$ cat src/design/psc_pkg.sv
// Package for the sensor control and interrupt pin register pair.
// Assumes a byte-wide register port driven by a serial protocol engine.
`default_nettype none
package psc_pkg;

   // Register offsets
   localparam logic [7:0] CTRL_OFFS      = 8'h11;
   localparam logic [7:0] PINSEL_OFFS    = 8'h12;

   // Control register field positions
   localparam int         CTL_RELOAD_BIT = 7;
   localparam int         CTL_POL_BIT    = 6;
   localparam int         CTL_DRIVE_BIT  = 5;
   localparam int         CTL_AINC_BIT   = 4;
   localparam int         CTL_CLEAR_BIT  = 2;
   localparam int         CTL_LNOISE_BIT = 1;
   localparam int         CTL_SHOT_BIT   = 0;

   // Pin source register field positions
   localparam int         PS_FULL_BIT    = 5;
   localparam int         PS_MARK_BIT    = 4;
   localparam int         PS_OVR_BIT     = 3;
   localparam int         PS_RDY_BIT     = 2;
   localparam int         PS_SRC_LSB     = 0;

   // Reset values; bit 3 of control and bits 7:6 of pin select read zero
   localparam logic [7:0] CTRL_RST       = 8'h10;
   localparam logic [7:0] PINSEL_RST     = 8'h00;
   localparam logic [7:0] CTRL_WMASK     = 8'hF7;
   localparam logic [7:0] PINSEL_WMASK   = 8'h3F;

   // Rate codes
   localparam logic [2:0] RATE_OFF       = 3'h0;
   localparam logic [2:0] RATE_100HZ     = 3'h6;
   localparam logic [2:0] RATE_200HZ     = 3'h7;

   // Pin source codes
   localparam logic [1:0] SRC_DATA       = 2'h0;
   localparam logic [1:0] SRC_PHIGH      = 2'h1;
   localparam logic [1:0] SRC_PLOW       = 2'h2;
   localparam logic [1:0] SRC_PEITHER    = 2'h3;

   // Timing counts
   localparam int         RELOAD_CYCLES  = 16;
   localparam int         CLEAR_CYCLES   = 4;

endpackage : psc_pkg
`default_nettype wire

$ cat src/design/psc_seq.sv
// Small busy sequencer: a start pulse holds busy for a fixed count.
// Assumes start comes from logic on the same clock.
`timescale 1ns/1ps
`default_nettype none
module psc_seq #(
   parameter int CYCLES = 16
) (
   // Clock and reset
   input  wire logic i_clock,
   input  wire logic i_sys_rst,
   // Control
   input  wire logic i_start,
   output logic      o_busy,
   output logic      o_done
);
   localparam int CW = $clog2(CYCLES + 1);

   // Elaboration check: a zero count would still raise busy and then wrap the counter
   if (CYCLES < 1)
   begin : g_bad_cycles
      $error("psc_seq: CYCLES must be at least 1");
   end

   logic [CW-1:0] cnt_q;
   wire           last_w = o_busy && (cnt_q == CW'(1));

   // Count down while busy; a start while busy is ignored
   always_ff @(posedge i_clock or posedge i_sys_rst)
   begin
      if (i_sys_rst)
      begin
         cnt_q  <= '0;
         o_busy <= 1'b0;
         o_done <= 1'b0;
      end
      else
      begin
         o_done <= last_w;
         if (!o_busy && i_start)
         begin
            cnt_q  <= CW'(CYCLES);
            o_busy <= 1'b1;
         end
         else if (o_busy)
         begin
            cnt_q  <= cnt_q - CW'(1);
            o_busy <= !last_w;
         end
      end
   end
endmodule : psc_seq
`default_nettype wire

$ cat src/design/psc_regs.sv
// Control register pair: trim reload, soft clear, measurement mode,
// single shot trigger and routing of events to the interrupt pin.
// Assumes a byte register port from a serial engine on i_clock and
// status inputs from the FIFO, threshold and conversion logic.
// Functional notes
// - Writing 1 to control bit 7 copies factory trim into trim registers.
// - Trim reload starts immediately on the write, unless a reload is already running.
// - Hardware clears the reload bit when the reload ends.
// - Bit 6 picks pin polarity: 0 active high, 1 active low; resets 0.
// - Bit 5 picks pin drive: 0 push-pull, 1 open-drain; resets 0.
// - Bit 4 enables address auto-increment; resets to 1.
// - Writing 1 to bit 2 clears volatile registers; bit self-clears after.
// - Bit 1 picks low-current (0) or low-noise (1); resets 0.
// - At 100 Hz or 200 Hz low-noise is forced off.
// - With rate 000, writing bit 0 starts one pressure and temperature sample.
// - After the shot, trigger self-clears, results load, status updates.
// - Pin select bit 5 routes FIFO full (128 samples) to the pin.
// - Bit 4 routes the FIFO watermark flag to the pin.
// - Bit 3 routes the FIFO overrun flag to the pin.
// - Bit 2 routes the new data ready indication to the pin.
// - Source field: 00 OR of enabled data flags, 01 high, 10 low, 11 either.
// - Single shot is honoured only when powered down; returns there after.
// - Rate codes 110 and 111 disable low-noise mode.
`timescale 1ns/1ps
`default_nettype none
module psc_regs #(
   parameter int TRIM_WORDS = 8
) (
   // Clock and reset
   input  wire logic                 i_clock,
   input  wire logic                 i_sys_rst,
   // Register port from the serial engine
   input  wire logic                 i_reg_wr,
   input  wire logic                 i_reg_rd,
   input  wire logic [7:0]           i_reg_addr,
   input  wire logic [7:0]           i_reg_wdata,
   output logic      [7:0]           o_reg_rdata,
   output logic                      o_addr_inc_en,
   // Rate field from the first control register
   input  wire logic [2:0]           i_output_rate_field,
   // Factory trim store
   input  wire logic [8*TRIM_WORDS-1:0] i_trim_nv,
   output logic      [8*TRIM_WORDS-1:0] o_trim,
   // Volatile clear to the rest of the register map
   output logic                      o_soft_reg_clear,
   // Conversion engine
   output logic                      o_shot_start,
   input  wire logic                 i_shot_done,
   output logic                      o_low_noise,
   // Event sources
   input  wire logic                 i_data_ready,
   input  wire logic                 i_fifo_level_mark,
   input  wire logic                 i_fifo_overrun,
   input  wire logic                 i_fifo_full,
   input  wire logic                 i_press_high,
   input  wire logic                 i_press_low,
   // Interrupt pin as two signals: level and drive enable
   output logic                      o_event_out_pin,
   output logic                      o_event_out_pin_oe
);
   // Elaboration check: the trim store needs at least one byte
   if (TRIM_WORDS < 1)
   begin : g_bad_trim
      $error("psc_regs: TRIM_WORDS must be at least 1");
   end

   logic [7:0] ctrl_q;
   logic [7:0] pinsel_q;
   logic       reload_busy;
   logic       reload_done;
   logic       clear_busy;
   logic       clear_done;
   logic       shot_busy_q;

   // Decode
   wire wr_ctrl_w   = i_reg_wr && (i_reg_addr == psc_pkg::CTRL_OFFS);
   wire wr_pinsel_w = i_reg_wr && (i_reg_addr == psc_pkg::PINSEL_OFFS);
   wire powered_dn_w = (i_output_rate_field == psc_pkg::RATE_OFF);
   wire fast_rate_w  = (i_output_rate_field == psc_pkg::RATE_100HZ)
                     || (i_output_rate_field == psc_pkg::RATE_200HZ);
   wire reload_go_w = wr_ctrl_w && i_reg_wdata[psc_pkg::CTL_RELOAD_BIT];
   wire clear_go_w  = wr_ctrl_w && i_reg_wdata[psc_pkg::CTL_CLEAR_BIT];
   // A trigger outside power-down is dropped rather than queued
   wire shot_go_w   = wr_ctrl_w && i_reg_wdata[psc_pkg::CTL_SHOT_BIT]
                    && powered_dn_w && !shot_busy_q;

   // Reload and clear sequencers
   psc_seq #(.CYCLES(psc_pkg::RELOAD_CYCLES)) u_reload (
      .i_clock   (i_clock),
      .i_sys_rst (i_sys_rst),
      .i_start   (reload_go_w),
      .o_busy    (reload_busy),
      .o_done    (reload_done)
   );
   psc_seq #(.CYCLES(psc_pkg::CLEAR_CYCLES)) u_clear (
      .i_clock   (i_clock),
      .i_sys_rst (i_sys_rst),
      .i_start   (clear_go_w),
      .o_busy    (clear_busy),
      .o_done    (clear_done)
   );

   // Self-clearing bits are the busy flags of their sequences
   wire [7:0] ctrl_rd_w = {reload_busy, ctrl_q[6:3], clear_busy, ctrl_q[1], shot_busy_q};

   // Control register; a clear write restores defaults for the stored bits
   always_ff @(posedge i_clock or posedge i_sys_rst)
   begin
      if (i_sys_rst)
         ctrl_q <= psc_pkg::CTRL_RST;
      else if (clear_go_w)
         ctrl_q <= psc_pkg::CTRL_RST;
      else if (wr_ctrl_w)
         ctrl_q <= i_reg_wdata & psc_pkg::CTRL_WMASK;
   end

   // Pin source register, also cleared by the soft clear
   always_ff @(posedge i_clock or posedge i_sys_rst)
   begin
      if (i_sys_rst)
         pinsel_q <= psc_pkg::PINSEL_RST;
      else if (clear_go_w)
         pinsel_q <= psc_pkg::PINSEL_RST;
      else if (wr_pinsel_w)
         pinsel_q <= i_reg_wdata & psc_pkg::PINSEL_WMASK;
   end

   // The bit drops at the end of the reload, then the trim copy lands one cycle later
   always_ff @(posedge i_clock or posedge i_sys_rst)
   begin
      if (i_sys_rst)
         o_trim <= '0;
      else if (reload_done)
         o_trim <= i_trim_nv;
   end

   // Single shot: busy from trigger until the engine reports done
   always_ff @(posedge i_clock or posedge i_sys_rst)
   begin
      if (i_sys_rst)
      begin
         shot_busy_q  <= 1'b0;
         o_shot_start <= 1'b0;
      end
      else
      begin
         o_shot_start <= shot_go_w;
         if (shot_go_w)
            shot_busy_q <= 1'b1;
         else if (i_shot_done)
            shot_busy_q <= 1'b0;
      end
   end

   // Pin source selection
   wire [1:0] src_w = pinsel_q[psc_pkg::PS_SRC_LSB +: 2];
   wire data_sig_w  = (pinsel_q[psc_pkg::PS_RDY_BIT]  && i_data_ready)
                    || (pinsel_q[psc_pkg::PS_MARK_BIT] && i_fifo_level_mark)
                    || (pinsel_q[psc_pkg::PS_OVR_BIT]  && i_fifo_overrun)
                    || (pinsel_q[psc_pkg::PS_FULL_BIT] && i_fifo_full);
   wire event_w = (src_w == psc_pkg::SRC_DATA)  ? data_sig_w :
                  (src_w == psc_pkg::SRC_PHIGH) ? i_press_high :
                  (src_w == psc_pkg::SRC_PLOW)  ? i_press_low :
                  (i_press_high || i_press_low);
   wire active_lo_w = ctrl_q[psc_pkg::CTL_POL_BIT];
   wire open_dr_w   = ctrl_q[psc_pkg::CTL_DRIVE_BIT];
   wire pin_lvl_w   = event_w ^ active_lo_w;
   // Open drain only pulls when the pin level is low, asserted or idle
   wire pin_oe_w    = open_dr_w ? (pin_lvl_w == 1'b0) : 1'b1;

   // Registered outputs
   always_ff @(posedge i_clock or posedge i_sys_rst)
   begin
      if (i_sys_rst)
      begin
         o_event_out_pin    <= 1'b0;
         o_event_out_pin_oe <= 1'b1;
         o_low_noise        <= 1'b0;
         o_addr_inc_en      <= 1'b1;
         o_soft_reg_clear   <= 1'b0;
         o_reg_rdata        <= 8'h00;
      end
      else
      begin
         o_event_out_pin    <= pin_lvl_w;
         o_event_out_pin_oe <= pin_oe_w;
         o_low_noise        <= ctrl_q[psc_pkg::CTL_LNOISE_BIT] && !fast_rate_w;
         o_addr_inc_en      <= ctrl_q[psc_pkg::CTL_AINC_BIT];
         o_soft_reg_clear   <= clear_busy;
         if (i_reg_rd)
            o_reg_rdata <= (i_reg_addr == psc_pkg::CTRL_OFFS)   ? ctrl_rd_w :
                           (i_reg_addr == psc_pkg::PINSEL_OFFS) ? pinsel_q : 8'h00;
      end
   end

   // Checks
   // Busy is sampled high on the last cycle of the sequencer count, then low
   chk_reload_clears: assert property (@(posedge i_clock) disable iff (i_sys_rst)
      reload_go_w && !reload_busy |-> ##16 reload_busy ##1 !reload_busy)
      else $error("reload bit did not clear on time");
   chk_reload_starts: assert property (@(posedge i_clock) disable iff (i_sys_rst)
      reload_go_w && !reload_busy |=> reload_busy)
      else $error("reload did not start");
   chk_trim_copy: assert property (@(posedge i_clock) disable iff (i_sys_rst)
      reload_done |=> o_trim == $past(i_trim_nv))
      else $error("trim not copied");
   chk_clear_defaults: assert property (@(posedge i_clock) disable iff (i_sys_rst)
      clear_go_w && !clear_busy
      |=> (ctrl_q == psc_pkg::CTRL_RST && pinsel_q == psc_pkg::PINSEL_RST)
      ##3 clear_busy ##1 !clear_busy)
      else $error("soft clear misbehaved");
   chk_fast_no_noise: assert property (@(posedge i_clock) disable iff (i_sys_rst)
      fast_rate_w |=> !o_low_noise)
      else $error("low noise active at fast rate");
   chk_shot_gate: assert property (@(posedge i_clock) disable iff (i_sys_rst)
      o_shot_start |-> $past(powered_dn_w))
      else $error("shot started outside power down");
   chk_shot_clear: assert property (@(posedge i_clock) disable iff (i_sys_rst)
      shot_busy_q && i_shot_done && !shot_go_w |=> !shot_busy_q)
      else $error("shot bit did not self clear");
   chk_pin_high_src: assert property (@(posedge i_clock) disable iff (i_sys_rst)
      src_w == psc_pkg::SRC_PHIGH
      |=> o_event_out_pin == ($past(i_press_high) ^ $past(active_lo_w)))
      else $error("pin does not follow pressure high");
   // Idle open drain pulls low only for active high polarity
   chk_pin_opendrain: assert property (@(posedge i_clock) disable iff (i_sys_rst)
      open_dr_w && !event_w |=> o_event_out_pin_oe == !$past(active_lo_w))
      else $error("open drain idle drive wrong");
   chk_ainc_out: assert property (@(posedge i_clock) disable iff (i_sys_rst)
      wr_ctrl_w && !clear_go_w
      |=> ##1 o_addr_inc_en == $past(i_reg_wdata[psc_pkg::CTL_AINC_BIT], 2))
      else $error("auto increment not applied");
endmodule : psc_regs
`default_nettype wire

$ cat config.mk
export PLATFORM = sky130hd
export DESIGN_NAME = psc_regs
export DESIGN_NICKNAME = d
export VERILOG_FILES = /design/src/design/psc_pkg.sv /design/src/design/psc_seq.sv /design/src/design/psc_regs.sv
export SDC_FILE = /design/constraint.sdc
export NUM_CORES = 1
export LEC_CHECK = 0
export BUFFER_PORTS_ARGS = -buffer_cell sky130_fd_sc_hd__buf_2
export CORE_MARGIN = 3
export CORE_UTILIZATION = 26
export CTS_CLUSTER_SIZE = 28
export DETAILED_ROUTE_END_ITERATION = 10
export GPL_TIMING_DRIVEN = 0
export PLACE_DENSITY_LB_ADDON = 0.12
export REMOVE_ABC_BUFFERS = 1
export SYNTH_ARGS = -nofsm -noshare
export SYNTH_HDL_FRONTEND = slang
export SYNTH_SLANG_ARGS = --single-unit
$ cat constraint.sdc
create_clock -name i_clock -period 7.1 [get_ports i_clock]
set_input_delay 0.355 -clock i_clock [delete_from_list [all_inputs] [get_ports i_clock]]
set_output_delay 0.355 -clock i_clock [all_outputs]
set_load 0.05 [all_outputs]
==> results.md <==
| Item | This run | Unit |
|:---|:---|:---|
| Outcome | finished clean | - |
| Overall die area | 17,500 | um^2 |
| Post-synthesis mux area share | 18.4 | % |
| Achievable Freq | 643 | MHz |
| Static leakage | 2.95 | nW |
| Aggregate routed wire length | 10,200 | um |
| Post-CTS setup repair buffer count | 0 | - |
| Pwr/cell area | 221 | nW/um^2 |
| Number of global-route vias before repair | 2,987 | - |
| Number of clock sinks | 100 | - |
| Wire length of the first global-routing pass | 16,600 | um |
| Final core utilization | 36.0 | % |
| Number of failing setup endpoints in the final timing report | 0 | - |
| Max IR drop VDD | 0.101 | mV |
| CTS Buf Count | 9 | - |
| Clock H-tree levels | 3 | - |
| Placer's final routability congestion estimate | 0.728 | - |
| Starting density of the core | 26.9 | % |
| Total grt overflow | 0 | - |
| Kind of end point of the critical path | flop | - |
| Clk_skew | 4.34 | ps |
| First-pass iteration count of the detailed router | 4 | - |
| Number of max-capacitance violations reported | 0 | - |
| Critical path data arrival time | 1840 | ps |
| Unrepaired setup endpoints after global routing | false | - |
| Worst R2R Setup Slack | 5560 | ps |
| Y dimension of the die | 132 | um |
| Syn-to-layout area delta | 33.8 | % |
| Proportion of layout cells with a drive suffix above 1 | 56.6 | % |
| Synth Area in Adders | 1.21 | % |
| Overall global routing resource usage | 12.0 | % |
| Placeable core region | 15,400 | um^2 |
| Worst-case clock buffer depth | 2 | - |
| Measured slew at the worst slew-check pin | 655 | ps |
| Antenna violations before repair | 0 | - |
| Top cell types by occurrence after synthesis | dfrtp_1, mux2_2, inv_1 | - |
| Filler cell count in the final layout | 1,556 | - |
| Count of hold-fix buffers inserted at cts | 0 | - |
| Horizontal die dimension | 132 | um |
| Worst Setup Path Type | in -> reg | - |
| Setup TNS | 0 | ps |
| Flops & latches, synth | 100 | - |
| Crit Reg-Reg Startpoint | u_reload.o_done | - |
| Share of the synthesized area in the top cell type | 58.7 | % |
| Synthesized area per cell | 13.9 | um^2 |
| Diodes inserted | 0 | - |
| Clock Pin Slew Worst Setup and Hold Paths | 70 | ps |
| Area of all placed cells without fillers | 5540 | um^2 |
| Insertion delay to the later sink of the worst-skew pair | 340 | ps |
| Largest net degree at the start of global routing | 57 | - |
| Number of endpoints with negative hold slack in the final report | 0 | - |
| Number of flops mapped to enable cells by yosys | 0 | - |
| Number of top-level pins | 172 | - |
| Required time of the critical path | 7380 | ps |
| Antenna-violating nets left | 0 | - |
| DR DRC count | 0 | - |
| Combinational family with the most area after synthesis | multiplexers | - |
| Number of placement rows | 45 | - |
| Max_slew headroom | 56.2 | % |
| Type of element launching the critical path | primary input | - |
| Post-route fraction of the period consumed by the critical path | 21.9 | % |
| Leading area contributor after synthesis | dfrtp_1 | - |
| Clock root buffer | clkbuf_16 | - |
| Fin crit period | 1560 | ps |
| Number of distinct library cells after synthesis | 46 | - |
| Worst hold path type | in -> async | - |
| Worst reg2reg path endpoint | o_trim[42] | - |
| Critical path startpoint | i_reg_addr[5] | - |
| Crit path capture | o_reg_rdata[1] | - |
| Placed cell areas | 5240 | um^2 |
| Post-CTS Resized | 0 | - |
| CTS tree | done | - |
| Max-slew violation total from the final report | 0 | - |
| Ranking of synthesized cells by area | dfrtp_1, mux2_2, dfstp_2 | - |
| Area share of xor/xnor cells in the synthesized design | 1.06 | % |
| Vias | 2,981 | - |
| Worst reg2reg path depth | 2 | - |
| Cell area after synthesis | 4140 | um^2 |
| Maximum fanout along the worst path | 12 | - |
| Sum of net half-perimeters after detailed placement | 7570 | um |
| Simple logic cell fraction of the synthesized area | 9.71 | % |
| Proportion of synthesized flip-flops having asynchronous set or reset | 100 | % |
| Most common cell in the netlist | dfrtp_1 | - |
| # nets final | 565 | - |
| Most frequently used flop master after synthesis | dfrtp_1 | - |
| Number of warnings printed during yosys synthesis | 0 | - |
| DRC marker count from the first detailed-route iteration | 117 | - |
| Vias per Instance | 4.36 | - |
| Wirelength per Cell | 14.9 | um |
| Input/output buffers | 171 | - |
| Post-synthesis instance total | 298 | - |
| Sequential share of the synthesized area | 60.6 | % |
| Compound-gate portion of the synthesized area | 6.05 | % |
## power breakdown
group	switching [mW]	internal [mW]	total, mW	leakage (nW)
clock network	0.221	0.261	0.481	0.143
logic	0.0691	0.0551	0.124	1.46
registers	0.0212	0.595	0.616	1.34
total	0.311	0.911	1.22	2.95
## area by class of cell
| class | instances | area, um^2 | area share (%) |
|---|---|---|---|
| clock inverters | 5 | 42.5 | 0.769 |
| clock buffers | 11 | 253 | 4.57 |
| well taps | 211 | 264 | 4.77 |
| inverters | 11 | 43.8 | 0.791 |
| multi-input cells | 171 | 1510 | 27.4 |
| repair buffers | 174 | 911 | 16.5 |
| flip-flops and latches | 100 | 2510 | 45.3 |
## kinds of logic (layout without fill, tap and decap cells)
kind of cell | Yosys count | in the layout
AND/OR/NAND/NOR | 60 | 60
flip-flops | 100 | 100
multiplexers | 68 | 68
buffers and inverters | 27 | 201
XOR/XNOR | 5 | 5
AO/OA/AOI/OAI | 34 | 34
adder cells (fa/ha/maj) | 4 | 4
## per-layer routing
metal	share of wire (%)	track usage [%]	vias up
li1	-	-	1424
met1	46	16.0	1415
met2	45	18.0	135
met3	8.5	5.34	7
met4	0.88	2.45	0
met5	0	0	-
## layout by cell type, fill, tap and decap left out, types with 5 or more instances in the layout
| master | Yosys | final |
|---|---|---|
| mux2_2 | 65 | 65 |
| inv_1 | 11 | 10 |
| nor4_1 | 9 | 9 |
| a31oi_1 | 8 | 8 |
| clkbuf_16 | 0 | 9 |
| dfrtp_1 | 97 | 96 |
| nand2_1 | 7 | 7 |
| nor2_1 | 8 | 8 |
| a221o_1 | 5 | 5 |
| nor3_1 | 6 | 6 |
| buf_2 | 9 | 171 |
| nand2b_1 | 5 | 5 |
## sequential cells by signal, summed over array words and instances, names as in the netlist, 3 cells and up
register	flops
o_reg_rdata	8
ctrl_q	4
pinsel_q	6
u_clear.cnt_q	3
o_trim	64
u_reload.cnt_q	5
## worst min path at each step
stage          startpoint       endpoint  slack, ps  cells past startpoint
2_1_floorplan   ctrl_q[4]  o_addr_inc_en        360                      0
3_3_place_gp    ctrl_q[4]  o_addr_inc_en        380                      0
3_5_place_dp    ctrl_q[4]  o_addr_inc_en        380                      0
4_1_cts         i_sys_rst     o_trim[18]        100                      2
5_1_grt         i_sys_rst     o_trim[25]        120                      2
6_report        i_sys_rst      o_trim[4]         80                      2
## worst max-delay path, stage by stage
cell and delay [ps]:
buf_2 110, or4b_4 660, nor4_4 480, a221o_1 230
## metrics by stage
| step | total power [mW] | std cells | worst slack (ps) | hold slack, ps |
|---|---|---|---|---|
| 6_report | 1.22 | 683 | 5540 | 84.3 |
| 5_1_grt | 1.29 | 683 | 5440 | 123 |
| 4_1_cts | 1.25 | 683 | 5510 | 101 |
| 3_5_place_dp | 0.754 | 667 | 5210 | 379 |
| 3_3_place_gp | 0.750 | 664 | 2790 | 379 |
| 2_1_floorplan | 0.701 | 282 | 4130 | 360 |
No activity file was read; power rests on OpenSTA's default activity.
